### config.mk
export PLATFORM = sky130hd
export DESIGN_NAME = adc_sequence_control
export DESIGN_NICKNAME = d
export VERILOG_FILES = /design/src/adc_seq_pkg.sv /design/src/adc_sequence_control.sv
export SDC_FILE = /design/constraint.sdc
export NUM_CORES = 1
export LEC_CHECK = 0
export BUFFER_PORTS_ARGS = -buffer_cell sky130_fd_sc_hd__clkbuf_2
export CORE_ASPECT_RATIO = 1.25
export CORE_MARGIN = 5
export CORE_UTILIZATION = 50
export CTS_CLUSTER_SIZE = 12
export DETAILED_ROUTE_END_ITERATION = 8
export PLACE_DENSITY_LB_ADDON = 0.3
export SLEW_MARGIN = 40
export SYNTH_ARGS = -nofsm -noshare
export SYNTH_HDL_FRONTEND = slang
export SYNTH_SLANG_ARGS = --single-unit
### constraint.sdc
create_clock -name aclk -period 2.7 [get_ports aclk]
set_clock_uncertainty 0.2 [all_clocks]
set_input_delay 0.405 -clock aclk [delete_from_list [all_inputs] [get_ports aclk]]
set_output_delay 0.405 -clock aclk [all_outputs]
set_load 0.01 [all_outputs]
### src/adc_seq_pkg.sv
package adc_seq_pkg;

	// ==========================================================
	// Register indices and byte addresses (byte address = 4 * index)
	localparam logic [15:0] IDX_RESULT0 = 16'hFFE0;
	localparam logic [15:0] IDX_RESULT1 = 16'hFFE2;
	localparam logic [15:0] IDX_RESULT2 = 16'hFFE4;
	localparam logic [15:0] IDX_RESULT3 = 16'hFFE6;
	localparam logic [15:0] IDX_CSR     = 16'hFFE8;
	localparam logic [15:0] IDX_TRIG    = 16'hFFEA;
	localparam int          ADDR_W      = 18;
	localparam logic [17:0] ADDR_RESULT0 = {IDX_RESULT0, 2'h0};
	localparam logic [17:0] ADDR_RESULT1 = {IDX_RESULT1, 2'h0};
	localparam logic [17:0] ADDR_RESULT2 = {IDX_RESULT2, 2'h0};
	localparam logic [17:0] ADDR_RESULT3 = {IDX_RESULT3, 2'h0};
	localparam logic [17:0] ADDR_CSR     = {IDX_CSR, 2'h0};
	localparam logic [17:0] ADDR_TRIG    = {IDX_TRIG, 2'h0};

	// ==========================================================
	// Field positions
	localparam int BIT_END_FLAG = 7;
	localparam int BIT_IE       = 6;
	localparam int BIT_RUN      = 5;
	localparam int BIT_SCAN     = 4;
	localparam int BIT_SPEED    = 3;
	localparam int BIT_GROUP    = 2;
	localparam int BIT_TRIG_EN  = 7;

	// ==========================================================
	// Reset values
	localparam logic [7:0] CSR_RESET      = 8'h00;
	localparam logic [7:0] RESULT_RESET   = 8'h00;
	localparam logic [7:0] TRIG_RESET     = 8'h7F;
	localparam logic [6:0] TRIG_RESERVED  = 7'h7F;

	// ==========================================================
	// Conversion timing in states (one state = one aclk cycle)
	localparam int         STATES_SLOW   = 242;
	localparam int         STATES_FAST   = 122;
	localparam int         SAR_BITS      = 8;
	localparam logic [7:0] STEP_SLOW     = 8'h18;
	localparam logic [7:0] STEP_FAST     = 8'h0C;
	localparam logic [7:0] SAMPLE_SLOW   = 8'(STATES_SLOW - SAR_BITS * 24);
	localparam logic [7:0] SAMPLE_FAST   = 8'(STATES_FAST - SAR_BITS * 12);

	// ==========================================================
	// Bus responses
	localparam logic [1:0] RESP_OKAY   = 2'h0;
	localparam logic [1:0] RESP_SLVERR = 2'h2;

	typedef enum logic [2:0] {
		ST_IDLE   = 3'b001,
		ST_SAMPLE = 3'b010,
		ST_STEP   = 3'b100
	} conv_state_t;

endpackage

### src/adc_sequence_control.sv
// Implementation choice: the AXI4-Lite interface to the registers.
`timescale 1ns/1ps
// How it works
// interrupt enable gates the end request
// run bit runs converter; single end clears
// scan repeats until run bit cleared
// mode bit: zero single, one scan
// speed bit: 242 or 122 states
// group bit plus index pick channels
// trigger register resets to 7F
// enabled falling trigger sets run bit
// low trigger bits read one, ignore writes
// eight approximation steps give 8-bit code
// conversion starts when run bit becomes one
// single end: store, flag, clear run, halt
// request raised when flag and enable set
// flag clears by read then write zero
// scan starts at group first channel
// next scan channel starts immediately
// scan results go to channel's register
// software stops converter before changing settings
// one write may configure and start
// scan sets flag after whole pass
// four result registers, channel k or k+4
// control and results reset to zero
// restart always begins at first channel
// state counter timing; synchronised trigger
module adc_sequence_control #(
	parameter int DATA_W = 8
) (
	// Clock and reset
	input  wire logic                      aclk,
	input  wire logic                      aresetn,
	// AXI4-Lite write address
	input  wire logic [adc_seq_pkg::ADDR_W-1:0] awaddr,
	input  wire logic                      awvalid,
	output logic                           awready,
	// AXI4-Lite write data
	input  wire logic [31:0]               wdata,
	input  wire logic [3:0]                wstrb,
	input  wire logic                      wvalid,
	output logic                           wready,
	// AXI4-Lite write response
	output logic [1:0]                     bresp,
	output logic                           bvalid,
	input  wire logic                      bready,
	// AXI4-Lite read address
	input  wire logic [adc_seq_pkg::ADDR_W-1:0] araddr,
	input  wire logic                      arvalid,
	output logic                           arready,
	// AXI4-Lite read data
	output logic [31:0]                    rdata,
	output logic [1:0]                     rresp,
	output logic                           rvalid,
	input  wire logic                      rready,
	// Power management and trigger pin
	input  wire logic                      standby,
	input  wire logic                      external_trigger_n,
	// Analog front end
	input  wire logic                      comparator_high,
	output logic [2:0]                     analog_channel,
	output logic [DATA_W-1:0]              dac_code,
	output logic                           sampling,
	// Interrupt request
	output logic                           conversion_end_request
);

	// ==========================================================
	// Declarations
	adc_seq_pkg::conv_state_t state_reg;
	logic              end_flag_reg;
	logic              end_interrupt_enable_reg;
	logic              run_bit_reg;
	logic              scan_mode_reg;
	logic              speed_select_reg;
	logic [2:0]        channel_sel_reg;
	logic              trigger_enable_reg;
	logic              flag_read_armed_reg;
	logic [DATA_W-1:0] result_reg [4];
	logic [DATA_W-1:0] sar_reg;
	logic [2:0]        bit_idx_reg;
	logic [7:0]        timer_reg;
	logic [2:0]        channel_reg;
	logic              trig_meta_reg;
	logic              trig_sync_reg;
	logic              trig_prev_reg;
	logic              trig_fall;
	logic              aw_full_reg;
	logic              w_full_reg;
	logic [adc_seq_pkg::ADDR_W-1:0] aw_addr_reg;
	logic [7:0]        w_byte_reg;
	logic              w_lane0_reg;
	logic              do_write;
	logic              wr_csr;
	logic              wr_trig;
	logic              wr_hit;
	logic              rd_take;
	logic [31:0]       rd_value;
	logic              rd_hit;
	logic              conv_done;
	logic              last_channel;
	logic [7:0]        step_len;
	logic [7:0]        sample_len;
	logic [7:0]        csr_value;
	logic              init;

	// Reset and standby entry both initialise the converter
	assign init = !aresetn || standby;

	// ==========================================================
	// AXI4-Lite slave
	// Address and data are held independently so either may arrive first
	assign awready  = !aw_full_reg && !bvalid;
	assign wready   = !w_full_reg && !bvalid;
	assign do_write = aw_full_reg && w_full_reg && !bvalid;
	assign wr_hit   = (aw_addr_reg == adc_seq_pkg::ADDR_CSR) ||
	                  (aw_addr_reg == adc_seq_pkg::ADDR_TRIG);
	assign wr_csr   = do_write && w_lane0_reg && (aw_addr_reg == adc_seq_pkg::ADDR_CSR);
	assign wr_trig  = do_write && w_lane0_reg && (aw_addr_reg == adc_seq_pkg::ADDR_TRIG);
	// Capture write address
	always_ff @(posedge aclk) begin
		if (!aresetn) begin
			aw_full_reg <= 1'b0;
			aw_addr_reg <= '0;
		end else if (awvalid && awready) begin
			aw_full_reg <= 1'b1;
			aw_addr_reg <= awaddr;
		end else if (do_write) begin
			aw_full_reg <= 1'b0;
		end
	end
	// Capture write data; only byte lane 0 carries register bits
	always_ff @(posedge aclk) begin
		if (!aresetn) begin
			w_full_reg  <= 1'b0;
			w_byte_reg  <= 8'h00;
			w_lane0_reg <= 1'b0;
		end else if (wvalid && wready) begin
			w_full_reg  <= 1'b1;
			w_byte_reg  <= wdata[7:0];
			w_lane0_reg <= wstrb[0];
		end else if (do_write) begin
			w_full_reg <= 1'b0;
		end
	end
	// Write response; read-only and unmapped addresses answer SLVERR
	always_ff @(posedge aclk) begin
		if (!aresetn) begin
			bvalid <= 1'b0;
			bresp  <= adc_seq_pkg::RESP_OKAY;
		end else if (do_write) begin
			bvalid <= 1'b1;
			bresp  <= wr_hit ? adc_seq_pkg::RESP_OKAY : adc_seq_pkg::RESP_SLVERR;
		end else if (bready) begin
			bvalid <= 1'b0;
		end
	end

	// Read path
	assign arready = !rvalid;
	assign rd_take = arvalid && arready;
	assign csr_value = {end_flag_reg, end_interrupt_enable_reg, run_bit_reg,
	                    scan_mode_reg, speed_select_reg, channel_sel_reg};
	// Register read multiplexer
	always_comb begin
		rd_value = 32'h0000_0000;
		rd_hit   = 1'b1;
		unique case (araddr)
			adc_seq_pkg::ADDR_RESULT0: rd_value[7:0] = result_reg[0];
			adc_seq_pkg::ADDR_RESULT1: rd_value[7:0] = result_reg[1];
			adc_seq_pkg::ADDR_RESULT2: rd_value[7:0] = result_reg[2];
			adc_seq_pkg::ADDR_RESULT3: rd_value[7:0] = result_reg[3];
			adc_seq_pkg::ADDR_CSR:     rd_value[7:0] = csr_value;
			adc_seq_pkg::ADDR_TRIG:    rd_value[7:0] = {trigger_enable_reg,
			                                            adc_seq_pkg::TRIG_RESERVED};
			default:                   rd_hit = 1'b0;
		endcase
	end
	// Read answer one cycle after the address is taken
	always_ff @(posedge aclk) begin
		if (!aresetn) begin
			rvalid <= 1'b0;
			rdata  <= 32'h0000_0000;
			rresp  <= adc_seq_pkg::RESP_OKAY;
		end else if (rd_take) begin
			rvalid <= 1'b1;
			rdata  <= rd_value;
			rresp  <= rd_hit ? adc_seq_pkg::RESP_OKAY : adc_seq_pkg::RESP_SLVERR;
		end else if (rready) begin
			rvalid <= 1'b0;
		end
	end

	// ==========================================================
	// External trigger synchroniser and falling-edge detector
	always_ff @(posedge aclk) begin
		if (!aresetn) begin
			trig_meta_reg <= 1'b1;
			trig_sync_reg <= 1'b1;
			trig_prev_reg <= 1'b1;
		end else begin
			trig_meta_reg <= external_trigger_n;
			trig_sync_reg <= trig_meta_reg;
			trig_prev_reg <= trig_sync_reg;
		end
	end
	assign trig_fall = trig_prev_reg && !trig_sync_reg;

	// ==========================================================
	// Control/status and trigger registers
	// Settings written together with the run bit apply to that start
	always_ff @(posedge aclk) begin
		if (init) begin
			end_interrupt_enable_reg <= adc_seq_pkg::CSR_RESET[adc_seq_pkg::BIT_IE];
			scan_mode_reg    <= adc_seq_pkg::CSR_RESET[adc_seq_pkg::BIT_SCAN];
			speed_select_reg <= adc_seq_pkg::CSR_RESET[adc_seq_pkg::BIT_SPEED];
			channel_sel_reg  <= adc_seq_pkg::CSR_RESET[2:0];
			trigger_enable_reg <= adc_seq_pkg::TRIG_RESET[adc_seq_pkg::BIT_TRIG_EN];
		end else begin
			if (wr_csr) begin
				end_interrupt_enable_reg <= w_byte_reg[adc_seq_pkg::BIT_IE];
				scan_mode_reg    <= w_byte_reg[adc_seq_pkg::BIT_SCAN];
				speed_select_reg <= w_byte_reg[adc_seq_pkg::BIT_SPEED];
				channel_sel_reg  <= w_byte_reg[2:0];
			end
			if (wr_trig) begin
				trigger_enable_reg <= w_byte_reg[adc_seq_pkg::BIT_TRIG_EN];
			end
		end
	end

	// Run bit: hardware clear at single end, trigger set, software write last
	always_ff @(posedge aclk) begin
		if (init) begin
			run_bit_reg <= adc_seq_pkg::CSR_RESET[adc_seq_pkg::BIT_RUN];
		end else if (wr_csr) begin
			run_bit_reg <= w_byte_reg[adc_seq_pkg::BIT_RUN];
		end else if (trig_fall && trigger_enable_reg) begin
			run_bit_reg <= 1'b1;
		end else if (conv_done && !scan_mode_reg) begin
			run_bit_reg <= 1'b0;
		end
	end
	// Flag arms on a read that sees it set; a later zero write clears it
	always_ff @(posedge aclk) begin
		if (init) begin
			flag_read_armed_reg <= 1'b0;
		end else if (rd_take && araddr == adc_seq_pkg::ADDR_CSR && end_flag_reg) begin
			flag_read_armed_reg <= 1'b1;
		end else if (wr_csr) begin
			flag_read_armed_reg <= 1'b0;
		end
	end
	// End flag; a completion in the clearing cycle keeps the flag set
	always_ff @(posedge aclk) begin
		if (init) begin
			end_flag_reg <= adc_seq_pkg::CSR_RESET[adc_seq_pkg::BIT_END_FLAG];
		end else if (conv_done && last_channel) begin
			end_flag_reg <= 1'b1;
		end else if (wr_csr && flag_read_armed_reg && !w_byte_reg[adc_seq_pkg::BIT_END_FLAG]) begin
			end_flag_reg <= 1'b0;
		end
	end

	// Request is a level that follows the flag while enabled
	assign conversion_end_request = end_flag_reg && end_interrupt_enable_reg;

	// ==========================================================
	// Conversion sequencer
	assign step_len   = speed_select_reg ? adc_seq_pkg::STEP_FAST : adc_seq_pkg::STEP_SLOW;
	assign sample_len = speed_select_reg ? adc_seq_pkg::SAMPLE_FAST : adc_seq_pkg::SAMPLE_SLOW;
	assign conv_done  = (state_reg == adc_seq_pkg::ST_STEP) && (timer_reg == 8'h00) &&
	                    (bit_idx_reg == 3'h0);
	assign last_channel = !scan_mode_reg || (channel_reg[1:0] == channel_sel_reg[1:0]);
	assign analog_channel = channel_reg;
	assign dac_code       = sar_reg;
	assign sampling       = (state_reg == adc_seq_pkg::ST_SAMPLE);

	// A run-bit clear idles on the write's own edge, so the sequencer never
	// runs a cycle without the run bit and restarts begin afresh
	always_ff @(posedge aclk) begin
		if (init || !run_bit_reg || (wr_csr && !w_byte_reg[adc_seq_pkg::BIT_RUN])) begin
			state_reg   <= adc_seq_pkg::ST_IDLE;
			timer_reg   <= 8'h00;
			bit_idx_reg <= 3'h0;
			sar_reg     <= '0;
			channel_reg <= 3'h0;
		end else begin
			unique case (state_reg)
				adc_seq_pkg::ST_IDLE: begin
					state_reg   <= adc_seq_pkg::ST_SAMPLE;
					timer_reg   <= 8'(sample_len - 8'h01);
					channel_reg <= scan_mode_reg ? {channel_sel_reg[2], 2'h0}
					                             : channel_sel_reg;
				end
				adc_seq_pkg::ST_SAMPLE: begin
					if (timer_reg == 8'h00) begin
						state_reg   <= adc_seq_pkg::ST_STEP;
						timer_reg   <= 8'(step_len - 8'h01);
						bit_idx_reg <= 3'(DATA_W - 1);
						sar_reg     <= DATA_W'(1) << (DATA_W - 1);
					end else begin
						timer_reg <= 8'(timer_reg - 8'h01);
					end
				end
				adc_seq_pkg::ST_STEP: begin
					if (timer_reg != 8'h00) begin
						timer_reg <= 8'(timer_reg - 8'h01);
					end else begin
						// Keep the trial bit only if the input is above it
						if (!comparator_high) begin
							sar_reg[bit_idx_reg] <= 1'b0;
						end
						if (bit_idx_reg != 3'h0) begin
							sar_reg[bit_idx_reg - 3'h1] <= 1'b1;
							bit_idx_reg <= 3'(bit_idx_reg - 3'h1);
							timer_reg   <= 8'(step_len - 8'h01);
						end else if (scan_mode_reg) begin
							state_reg <= adc_seq_pkg::ST_SAMPLE;
							timer_reg <= 8'(sample_len - 8'h01);
							channel_reg <= last_channel ? {channel_sel_reg[2], 2'h0}
							                            : 3'(channel_reg + 3'h1);
						end else begin
							state_reg <= adc_seq_pkg::ST_IDLE;
						end
					end
				end
			endcase
		end
	end

	// Result registers, one per channel pair
	genvar gi;
	generate
		for (gi = 0; gi < 4; gi++) begin : g_result
			always_ff @(posedge aclk) begin
				if (init) begin
					result_reg[gi] <= adc_seq_pkg::RESULT_RESET;
				end else if (conv_done && channel_reg[1:0] == 2'(gi)) begin
					result_reg[gi] <= comparator_high ? sar_reg
					                  : (sar_reg & ~DATA_W'(1));
				end
			end
		end
	endgenerate

	// ==========================================================
	// Checks
	logic [8:0] conv_cycles_reg;
	always_ff @(posedge aclk) begin
		if (!aresetn || state_reg == adc_seq_pkg::ST_IDLE || conv_done) begin
			conv_cycles_reg <= 9'h000;
		end else begin
			conv_cycles_reg <= 9'(conv_cycles_reg + 9'h001);
		end
	end

	a_request_gated: assert property (@(posedge aclk) disable iff (!aresetn)
		!end_interrupt_enable_reg |-> !conversion_end_request)
		else $error("request raised while disabled");
	a_request_follows_flag: assert property (@(posedge aclk) disable iff (!aresetn)
		$rose(end_flag_reg) && end_interrupt_enable_reg |-> conversion_end_request)
		else $error("request missing after flag set");
	a_run_held_busy: assert property (@(posedge aclk) disable iff (!aresetn)
		state_reg != adc_seq_pkg::ST_IDLE |-> run_bit_reg)
		else $error("busy without run bit");
	a_single_end_halts: assert property (@(posedge aclk) disable iff (!aresetn)
		conv_done && !scan_mode_reg && !wr_csr && !standby && !trig_fall
		|=> !run_bit_reg && end_flag_reg ##1 state_reg == adc_seq_pkg::ST_IDLE)
		else $error("single conversion did not halt");
	a_conv_length: assert property (@(posedge aclk) disable iff (!aresetn)
		conv_done && !$past(standby) |-> 32'(conv_cycles_reg) + 32'd1 ==
		(speed_select_reg ? adc_seq_pkg::STATES_FAST : adc_seq_pkg::STATES_SLOW))
		else $error("conversion length wrong");
	a_scan_first_channel: assert property (@(posedge aclk) disable iff (!aresetn)
		state_reg == adc_seq_pkg::ST_IDLE && run_bit_reg && scan_mode_reg && !standby
		|=> analog_channel == {channel_sel_reg[2], 2'h0})
		else $error("scan did not start at group head");
	a_scan_next_now: assert property (@(posedge aclk) disable iff (!aresetn)
		conv_done && scan_mode_reg && run_bit_reg && !standby && !wr_csr
		|=> state_reg == adc_seq_pkg::ST_SAMPLE)
		else $error("scan did not continue at once");
	a_flag_clear_read: assert property (@(posedge aclk) disable iff (!aresetn)
		$fell(end_flag_reg) && !$past(standby) |-> $past(flag_read_armed_reg))
		else $error("flag cleared without prior read");
	a_trig_reserved: assert property (@(posedge aclk) disable iff (!aresetn)
		rd_take && araddr == adc_seq_pkg::ADDR_TRIG |=> rdata[6:0] == adc_seq_pkg::TRIG_RESERVED)
		else $error("reserved trigger bits not one");
	a_trigger_starts: assert property (@(posedge aclk) disable iff (!aresetn)
		trig_fall && trigger_enable_reg && !wr_csr && !standby
		|=> run_bit_reg ##1 state_reg == adc_seq_pkg::ST_SAMPLE)
		else $error("trigger did not start conversion");
	a_standby_init: assert property (@(posedge aclk) disable iff (!aresetn)
		standby |=> trigger_enable_reg == 1'b0 && csr_value == adc_seq_pkg::CSR_RESET)
		else $error("standby did not initialise registers");

endmodule // adc_sequence_control

==> results of run 1 <==
==> through the flow <==
step	utilization (%)	setup WS [ns]	power [mW]	hold slack, ns	instance area (um^2)
after floorplan	-	0.6173	2.014	0.1863	5410
after global placement	54.57	0.3808	2.060	0.2047	5736
after detailed placement	54.57	0.3016	2.070	0.2119	5736
after CTS	57.73	0.2812	3.459	0.03714	6067
after global routing	57.73	0.1196	3.551	0.06300	6067
final	57.73	0.3320	3.421	0.04975	6067
==> where the power goes <==
group          total (mW)  switching (mW)  leakage [nW]  internal (mW)
clock network        1.39           0.549         0.163          0.840
logic               0.232           0.135          1.45         0.0961
registers            1.80          0.0299         0.991           1.77
total                3.42           0.714          2.61           2.71
==> synth_stat cells (all sizes together), types with 6 or more instances <==
library cell and instances:
a211oi 7, a21oi 48, and3 30, buf 37, clkbuf 20, dfxtp 79
edfxtp 32, ha 7, inv 14, mux2i 25, nand2 75, nand2b 11
nand3 10, nand4 6, nor2 61, nor2b 11, nor3 11, nor4 6
o21ai 20, o2bb2ai 7
==> metal layers <==
layer / vias to the layer above / part of all wire [%]
met4: 0 / 1.8
li1: 2115 / -
met3: 14 / 4.5
met1: 1961 / 41
met5: - / 0
met2: 100 / 52
==> final timing paths <==
kind         slack [ns]  cells after the start                to     startpoint
max reg2reg        0.33                      7  result_reg[2][4]   timer_reg[0]
min reg2reg        0.22                      1     trig_sync_reg  trig_meta_reg
max                0.33                      7  result_reg[2][4]   timer_reg[0]
min                0.05                      2            rvalid         rready
==> logic make-up (layout without fill, tap and decap cells) <==
family	after synthesis	after routing	synth area share, %
AND/OR/NAND/NOR	238	238	22.69
flip-flops	111	111	47.82
AO/OA/AOI/OAI	110	110	13.44
buffers and inverters	71	122	7.249
multiplexers	28	28	5.766
XOR/XNOR	8	8	1.318
adder cells (fa/ha/maj)	7	7	1.647
other	1	26	0.07054
==> cells in the final DEF, fill, tap and decap left out, types with 4 or more instances in the layout <==
cell,netlist,final
xnor2_1,5,5
nor2_1,59,59
clkbuf_2,1,82
o21ai_0,19,19
o2bb2ai_1,7,7
buf_4,26,11
a22oi_1,5,5
nor2b_1,11,11
nand2b_1,11,11
and3_1,29,29
dfxtp_1,79,79
conb_1,1,26
nor4_1,4,4
nor3_1,11,11
a21oi_1,48,48
mux2i_1,25,25
nand2_1,75,75
a211oi_1,6,6
ha_1,7,7
edfxtp_1,32,32
inv_1,14,14
nand4_1,5,5
nand3_1,10,10
clkbuf_16,0,12
==> area by class of cell <==
type / instances / area, um^2 / share of cell area (%)
flip-flops and latches: 111 / 2542 / 41.91
multi-input cells: 417 / 2482 / 40.92
repair buffers: 93 / 493.0 / 8.125
clock buffers: 15 / 331.6 / 5.465
well taps: 132 / 165.2 / 2.722
inverters: 14 / 52.55 / 0.8662
==> critical path: stages (launching register included) <==
cell     delay, ns
dfxtp_1       0.35
inv_1         0.08
ha_1          0.19
nor3b_2       0.40
nand2_1       0.14
nor2_1        0.28
nand2_1       0.09
nand2_1       0.31
==> flow_summary_export.csv, run 1 <==
group,metric,value,unit
sta,finalHoldViolCount,0,
sta,worst_pin_slew,0.6282,ns
min_path,hold_class,"in -> reg",
setup_path,setup.worst_path.start_class,"flip-flop",
pwr,vdd_drop_max,0.2689,mV
clock_tree,cts_tree,"built",
clock_tree,ctsResizeCount,0,
outcome,outcome,"finished clean",
clock_tree,clock_path_buffers,2,
global_routing,use_met2,31.19,%
final_layout,n_antenna_cell,0,
clock_tree,cts_buffers,9,
clock_tree,path_clk_slew,0.07,ns
route,drc,0,
global_routing,top_usage_layer,"met2",
floorplanning,ios,136,
route,wl,11440,um
global_routing,grt_use_met1,21.60,%
synth,synth_top_area_cell,"dfxtp_1",
final_layout,largest_reg_flops,32,
floorplanning,die_width,102.2,um
synth,synth_area_leaders,"dfxtp_1 30%, edfxtp_1 18%, nand2_1 5.3%, mux2i_1 4.7%, a21oi_1 4.5%",
pwr,leakagePower,2.606,nW
route,ant_nets,0,
global_routing,globalRouteOverflowTotal,0,
setup_path,cp_max_fo,8,
route,drt-vias-per-instance,5.358,
pwr,p_per_area,563.9,nW/um^2
synth,synth_top_area_share,29.75,%
sta,layout_min_cycle_time,2.368,ns
global_routing,use_met3,3.398,%
floorplanning,die_h,125.3,um
setup_path,endpoint_kind,"flip-flop",
floorplanning,fp.dieArea,12810,um^2
place,port_buffers,82,
global_routing,grt_pass1_wl,18420,um
place,dp_hpwl,8676,um
clock_tree,insertion_delay,0.34,ns
final_layout,n_fill_cell,935,
clock_tree,postCtsSetupRepairBufs,0,
sta,rsz0062_at_grt,"false",
synth,ys_seq_elements,111,
sta,drv_slew,0,
clock_tree,clock-sinks,111,
synth,syn_inst,574,
synth,syn_area,5316,um^2
synth,yosysSeqAreaShare,47.82,%
setup_path,critPathArrivalTime,2.17,ns
synth,yosys_most_used_dff,"dfxtp_1",
route,vias,4190,
global_routing,grtUsageTotal,17.92,%
sta,post-route-period-util,87.70,%
floorplanning,std_cell_rows,42,
setup_path,crit_type,"reg -> reg",
synth,async_flop_share,0,%
synth,synth-edff-count,32,
synth,synth_cell_types,59,
place,place.gp.congestion,0.8167,
clock_tree,root_buffer,"clkbuf_16",
synth,yosysWarnings,0,
clock_tree,hold_buffers,0,
global_routing,grt_max_degree,41,
floorplanning,start_util,50.58,%
run,maxCapViolCount,0,
final_layout,finalNonFillerCells,782,
route,post_drt_wl_per_cell,14.63,um
route,drt_pass1_iterations,4,
route,drt_iter0_drc,203,
floorplanning,core_area,10510,um^2
sta,setup_viol,0,
clock_tree,ctsHtreeMaxLevel,3,
sta,max_freq,0.4223,GHz
place,dp_cells,767,
final_layout,syn_to_final_growth,14.12,%
global_routing,grt_pass1_vias,3978,
sta,slew_headroom,58.12,%
final_layout,layout-drive-gt1-share,18.92,%
global_routing,grt_antenna_before_repair,0,
sta,fin_tns_setup,0,ns
final_layout,fin_nets,735,
synth,avgSynthCellArea,9.262,um^2
setup_path,worst-endpoint-required,2.50,ns
(Power assumes the default switching activity.)
==> run 2: changes to the inputs <==
Settings changed: CORE_MARGIN 5 to not set, PLACE_DENSITY set to 0.83, PLACE_DENSITY_LB_ADDON 0.3 to not set.
==> flow_summary_export.csv, run 2 (synthesis results as in run 1) <==
group,metric,value,unit
sta,worst_pin_slew,0.6190,ns
place,dp_cells,763,
clock_tree,root_buffer,"clkbuf_16",
sta,whs,0.04290,ns
clock_tree,insertion_delay,0.35,ns
setup_path,crit_type,"reg -> reg",
setup_path,worst-endpoint-required,2.50,ns
route,top_layer_used,"met4",
setup_path,endpoint_kind,"flip-flop",
place,dp_hpwl,8413,um
sta,setup_viol,0,
global_routing,grt_max_degree,41,
place,place.gp.congestion,0.8418,
floorplanning,ios,136,
sta,slew_headroom,58.74,%
min_path,hold_class,"in -> reg",
route,vias,4234,
final_layout,layout-drive-gt1-share,18.92,%
pwr,power_switching,0.7439,mW
min_path,holdCritStartpoint,"external_trigger_n",
route,drt-vias-per-instance,5.435,
global_routing,grt_antenna_before_repair,0,
route,drt_pass1_iterations,4,
setup_path,critPathArrivalTime,2.23,ns
clock_tree,clock-sinks,111,
run,maxCapViolCount,0,
setup_path,cp_max_fo,8,
clock_tree,postCtsSetupRepairBufs,0,
floorplanning,die_width,94.23,um
sta,post-route-period-util,89.73,%
route,wl_met2,5863,um
sta,drv_slew,0,
pwr,combPwrFrac,6.7,%
route,drt_iter0_drc,203,
sta,rsz0062_at_grt,"false",
final_layout,syn_to_final_growth,13.74,%
setup_path,crit_start,"timer_reg[0]",
route,ant_nets,0,
floorplanning,start_util,52.08,%
floorplanning,fp.dieArea,11050,um^2
sta,max_freq,0.4128,GHz
pwr,seqPwrFrac,52.2,%
clock_tree,ctsHtreeMaxLevel,3,
pwr,vdd_drop_max,0.3445,mV
sta,fin_tns_setup,0,ns
final_layout,n_antenna_cell,0,
clock_tree,path_clk_slew,0.07,ns
global_routing,globalRouteOverflowTotal,0,
setup_path,setup.worst_path.start_class,"flip-flop",
route,post_drt_wl_per_cell,14.30,um
global_routing,grtUsageTotal,21.03,%
sta,layout_min_cycle_time,2.423,ns
route,drc,0,
clock_tree,hold_buffers,0,
route,wl_met1,4531,um
clock_tree,clock_path_buffers,2,
setup_path,crit-reg2reg-launch,"timer_reg[0]",
floorplanning,die_h,117.3,um
floorplanning,core_area,10210,um^2
place,port_buffers,82,
outcome,outcome,"finished clean",
pwr,internal_power,2.705,mW
final_layout,final_cell_mix,"82 x clkbuf_2, 79 x dfxtp_1, 75 x nand2_1, 59 x nor2_1, 48 x a21oi_1",
final_layout,largest_reg_flops,32,
min_path,holdPathStages,2,
floorplanning,std_cell_rows,41,
final_layout,fin_nets,734,
pwr,leakagePower,2.598,nW
route,wl,11140,um
clock_tree,cts_tree,"built",
pwr,power_frac_clock,41.1,%
final_layout,finalNonFillerCells,779,
global_routing,grt_pass1_wl,18140,um
clock_tree,cts_buffers,9,
setup_path,rr_worst_depth,7,
route,wl_met3,535,um
pwr,swShare,21.57,%
final_layout,layout_commonest_cell,"clkbuf_2",
sta,finalHoldViolCount,0,
global_routing,grt_pass1_vias,4018,
pwr,p_per_area,570.3,nW/um^2
clock_tree,ctsResizeCount,0,
==> run 2: final cells by class <==
class | instances | area, um^2
clock buffers | 11 | 242.7
clock inverters | 5 | 80.08
flip-flops and latches | 111 | 2542
multi-input cells | 417 | 2482
inverters | 14 | 52.55
repair buffers | 92 | 485.5
fillers | 872 | 4161
well taps | 129 | 161.4
==> run 2: stage by stage <==
step / util (%) / setup slack, ns / cell area (um^2) / power (mW)
4_1_cts: 59.24 / 0.2685 / 6047 / 3.469
5_1_grt: 59.24 / 0.02286 / 6047 / 3.570
3_3_place_gp: 56.07 / 0.4002 / 5724 / 2.058
6_report: 59.24 / 0.2773 / 6047 / 3.449
3_5_place_dp: 56.07 / 0.2830 / 5724 / 2.069
2_1_floorplan: - / 0.6173 / 5410 / 2.014
==> run 2: final timing paths <==
path | slack, ns | endpoint
max | 0.28 | result_reg[0][3]
min | 0.04 | trig_meta_reg
max reg2reg | 0.28 | result_reg[0][3]
min reg2reg | 0.22 | trig_sync_reg
==> run 2: power groups by stage <==
stage	Combinational, mW	Clock (mW)	Sequential, mW
CTS	0.234	1.44	1.80
global route	0.260	1.51	1.81
detailed placement	0.232	0	1.84
floorplan	0.185	0	1.83
finish	0.232	1.42	1.80
global placement	0.225	0	1.83
==> run 2: layer usage <==
layer	track usage, %	vias to the layer above
li1	-	2118
met1	22.98	1967
met2	39.23	133
met3	4.199	16
met4	8.923	0
met5	0	-
==> run 2: critical path, cell delays in order, from the launching register on <==
cell     delay [ns]
dfxtp_1        0.35
inv_1          0.08
ha_1           0.19
nor3b_2        0.40
nand2_1        0.12
nor2_1         0.32
nand2_1        0.11
nand2_1        0.31
==> run 3: changes to the inputs <==
Settings changed: REMOVE_ABC_BUFFERS set to 1.
==> flow_summary_export.csv, run 3 (synthesis results as in run 1) <==
group,metric,value,unit
clock_tree,ctsResizeCount,0,
floorplanning,std_cell_rows,41,
setup_path,cpPeakStageDelay,0.39,ns
clock_tree,path_clk_slew,0.07,ns
setup_path,endpoint_kind,"flip-flop",
setup_path,cp_slowest_cell,"nor3b_2",
global_routing,globalRouteOverflowTotal,0,
route,drc,0,
sta,worst_pin_slew,0.6350,ns
final_layout,final_cell_mix,"82 x clkbuf_2, 79 x dfxtp_1, 75 x nand2_1, 59 x nor2_1, 48 x a21oi_1",
place,port_buffers,82,
place,place.gp.congestion,0.8417,
route,top_layer_used,"met4",
global_routing,grtUsageTotal,21.81,%
final_layout,finalNonFillerCells,779,
sta,slew_headroom,57.67,%
run,maxCapViolCount,0,
floorplanning,die_width,94.23,um
setup_path,crit_type,"reg -> reg",
pwr,power_switching,0.7765,mW
setup_path,crit_family,"simple AND/OR/NAND/NOR gates",
pwr,vdd_drop_max,0.2708,mV
clock_tree,cts_buffers,9,
sta,setup_viol,0,
sta,fin_ws,0.3716,ns
sta,fin_tns_setup,0,ns
setup_path,crit_start,"timer_reg[0]",
setup_path,crit-reg2reg-launch,"timer_reg[0]",
setup_path,setup.worst_path.start_class,"flip-flop",
route,post_drt_wl_per_cell,14.75,um
clock_tree,clock_path_buffers,2,
pwr,swShare,23.15,%
setup_path,critPathArrivalTime,2.15,ns
sta,whs,0.03691,ns
final_layout,layout-drive-gt1-share,19.08,%
final_layout,largest_reg_flops,32,
clock_tree,root_buffer,"clkbuf_16",
floorplanning,die_h,117.3,um
route,drt_pass1_iterations,7,
pwr,leakagePower,2.588,nW
place,dp_hpwl,8538,um
final_layout,final_util,59.03,%
place,dpl-instance-area,5724,um^2
final_layout,layout_commonest_cell,"clkbuf_2",
clock_tree,ctsHtreeMaxLevel,3,
min_path,hold_class,"in -> reg",
sta,rsz0062_at_grt,"false",
route,drt-vias-per-instance,5.501,
pwr,p_total,3.354,mW
sta,layout_min_cycle_time,2.328,ns
sta,max_freq,0.4295,GHz
pwr,p_per_area,556.5,nW/um^2
route,wl,11490,um
place,dp_cells,763,
pwr,seqPwrFrac,53.6,%
clock_tree,postCtsSetupRepairBufs,0,
global_routing,grt_max_degree,41,
route,wl_met3,564,um
final_layout,post-route-cell-area,6026,um^2
floorplanning,start_util,52.08,%
route,ant_nets,0,
route,wl_met1,4727,um
pwr,internal_power,2.577,mW
sta,drv_slew,0,
setup_path,critPathMostFrequentCell,"nand2_1",
pwr,combPwrFrac,7.0,%
setup_path,worst-endpoint-required,2.52,ns
floorplanning,ios,136,
clock_tree,hold_buffers,0,
final_layout,fin_nets,734,
place,pre_cts_ws,0.3722,ns
clock_tree,insertion_delay,0.35,ns
route,vias,4285,
outcome,outcome,"finished clean",
final_layout,syn_to_final_growth,13.34,%
pwr,power_frac_clock,39.4,%
global_routing,grt_pass1_vias,4041,
final_layout,n_antenna_cell,0,
global_routing,grt_antenna_before_repair,0,
clock_tree,cts_tree,"built",
setup_path,cp_max_fo,8,
global_routing,grt_pass1_wl,18690,um
sta,finalHoldViolCount,0,
route,wl_met2,5941,um
sta,post-route-period-util,86.24,%
setup_path,crit_buf_inv,1,
floorplanning,core_area,10210,um^2
floorplanning,fp.dieArea,11050,um^2
route,drt_iter0_drc,204,
min_path,holdCritStartpoint,"rready",
clock_tree,clock-sinks,111,
setup_path,cp_cell_sequence,"inv_1 > ha_1 > nor3b_2 > nand2_1 > nor2_1 > nand2_1 > nand2_1",
setup_path,reg2reg_slack,0.37,ns
## run 3: cell types whose count changed in the layout (fill, tap and decap cells not counted), sizes merged
cell / delta
bufinv: -2
clkbuf: +1
inv: +1
## run 3: layout make-up
cell class              count  area (um^2)
clock inverters             4        35.03
clock buffers              12        266.5
multi-input cells         417         2482
repair buffers             92        485.5
well taps                 129        161.4
fillers                   852         4183
flip-flops and latches    111         2542
inverters                  14        52.55
## run 3: worst paths after layout
path	endpoint	depth (start not counted)
worst max-delay path	result_reg[1][2]	7
worst min-delay path	rvalid	2
worst max register to register	result_reg[1][2]	7
worst min register to register	trig_sync_reg	1
## run 3: worst reg2reg max path, stage by stage (launching register included)
cell and delay [ns]:
dfxtp_1 0.35, inv_1 0.07, ha_1 0.19, nor3b_2 0.39, nand2_1 0.14, nor2_1 0.26
nand2_1 0.09, nand2_1 0.29
## run 3: power by group through the flow
stage               registers (mW)  logic [mW]  clock network [mW]
CTS                           1.80       0.237                1.34
floorplan                     1.83       0.140                   0
global placement              1.83       0.226                   0
detailed placement            1.84       0.236                   0
global route                  1.80       0.264                1.41
finish                        1.80       0.236                1.32
## run 3: per-layer routing
| metal | up-vias | global-route usage (%) |
|---|---|---|
| met5 | - | 0 |
| met1 | 2021 | 23.73 |
| met2 | 124 | 40.58 |
| li1 | 2116 | - |
| met3 | 24 | 4.780 |
| met4 | 0 | 9.026 |
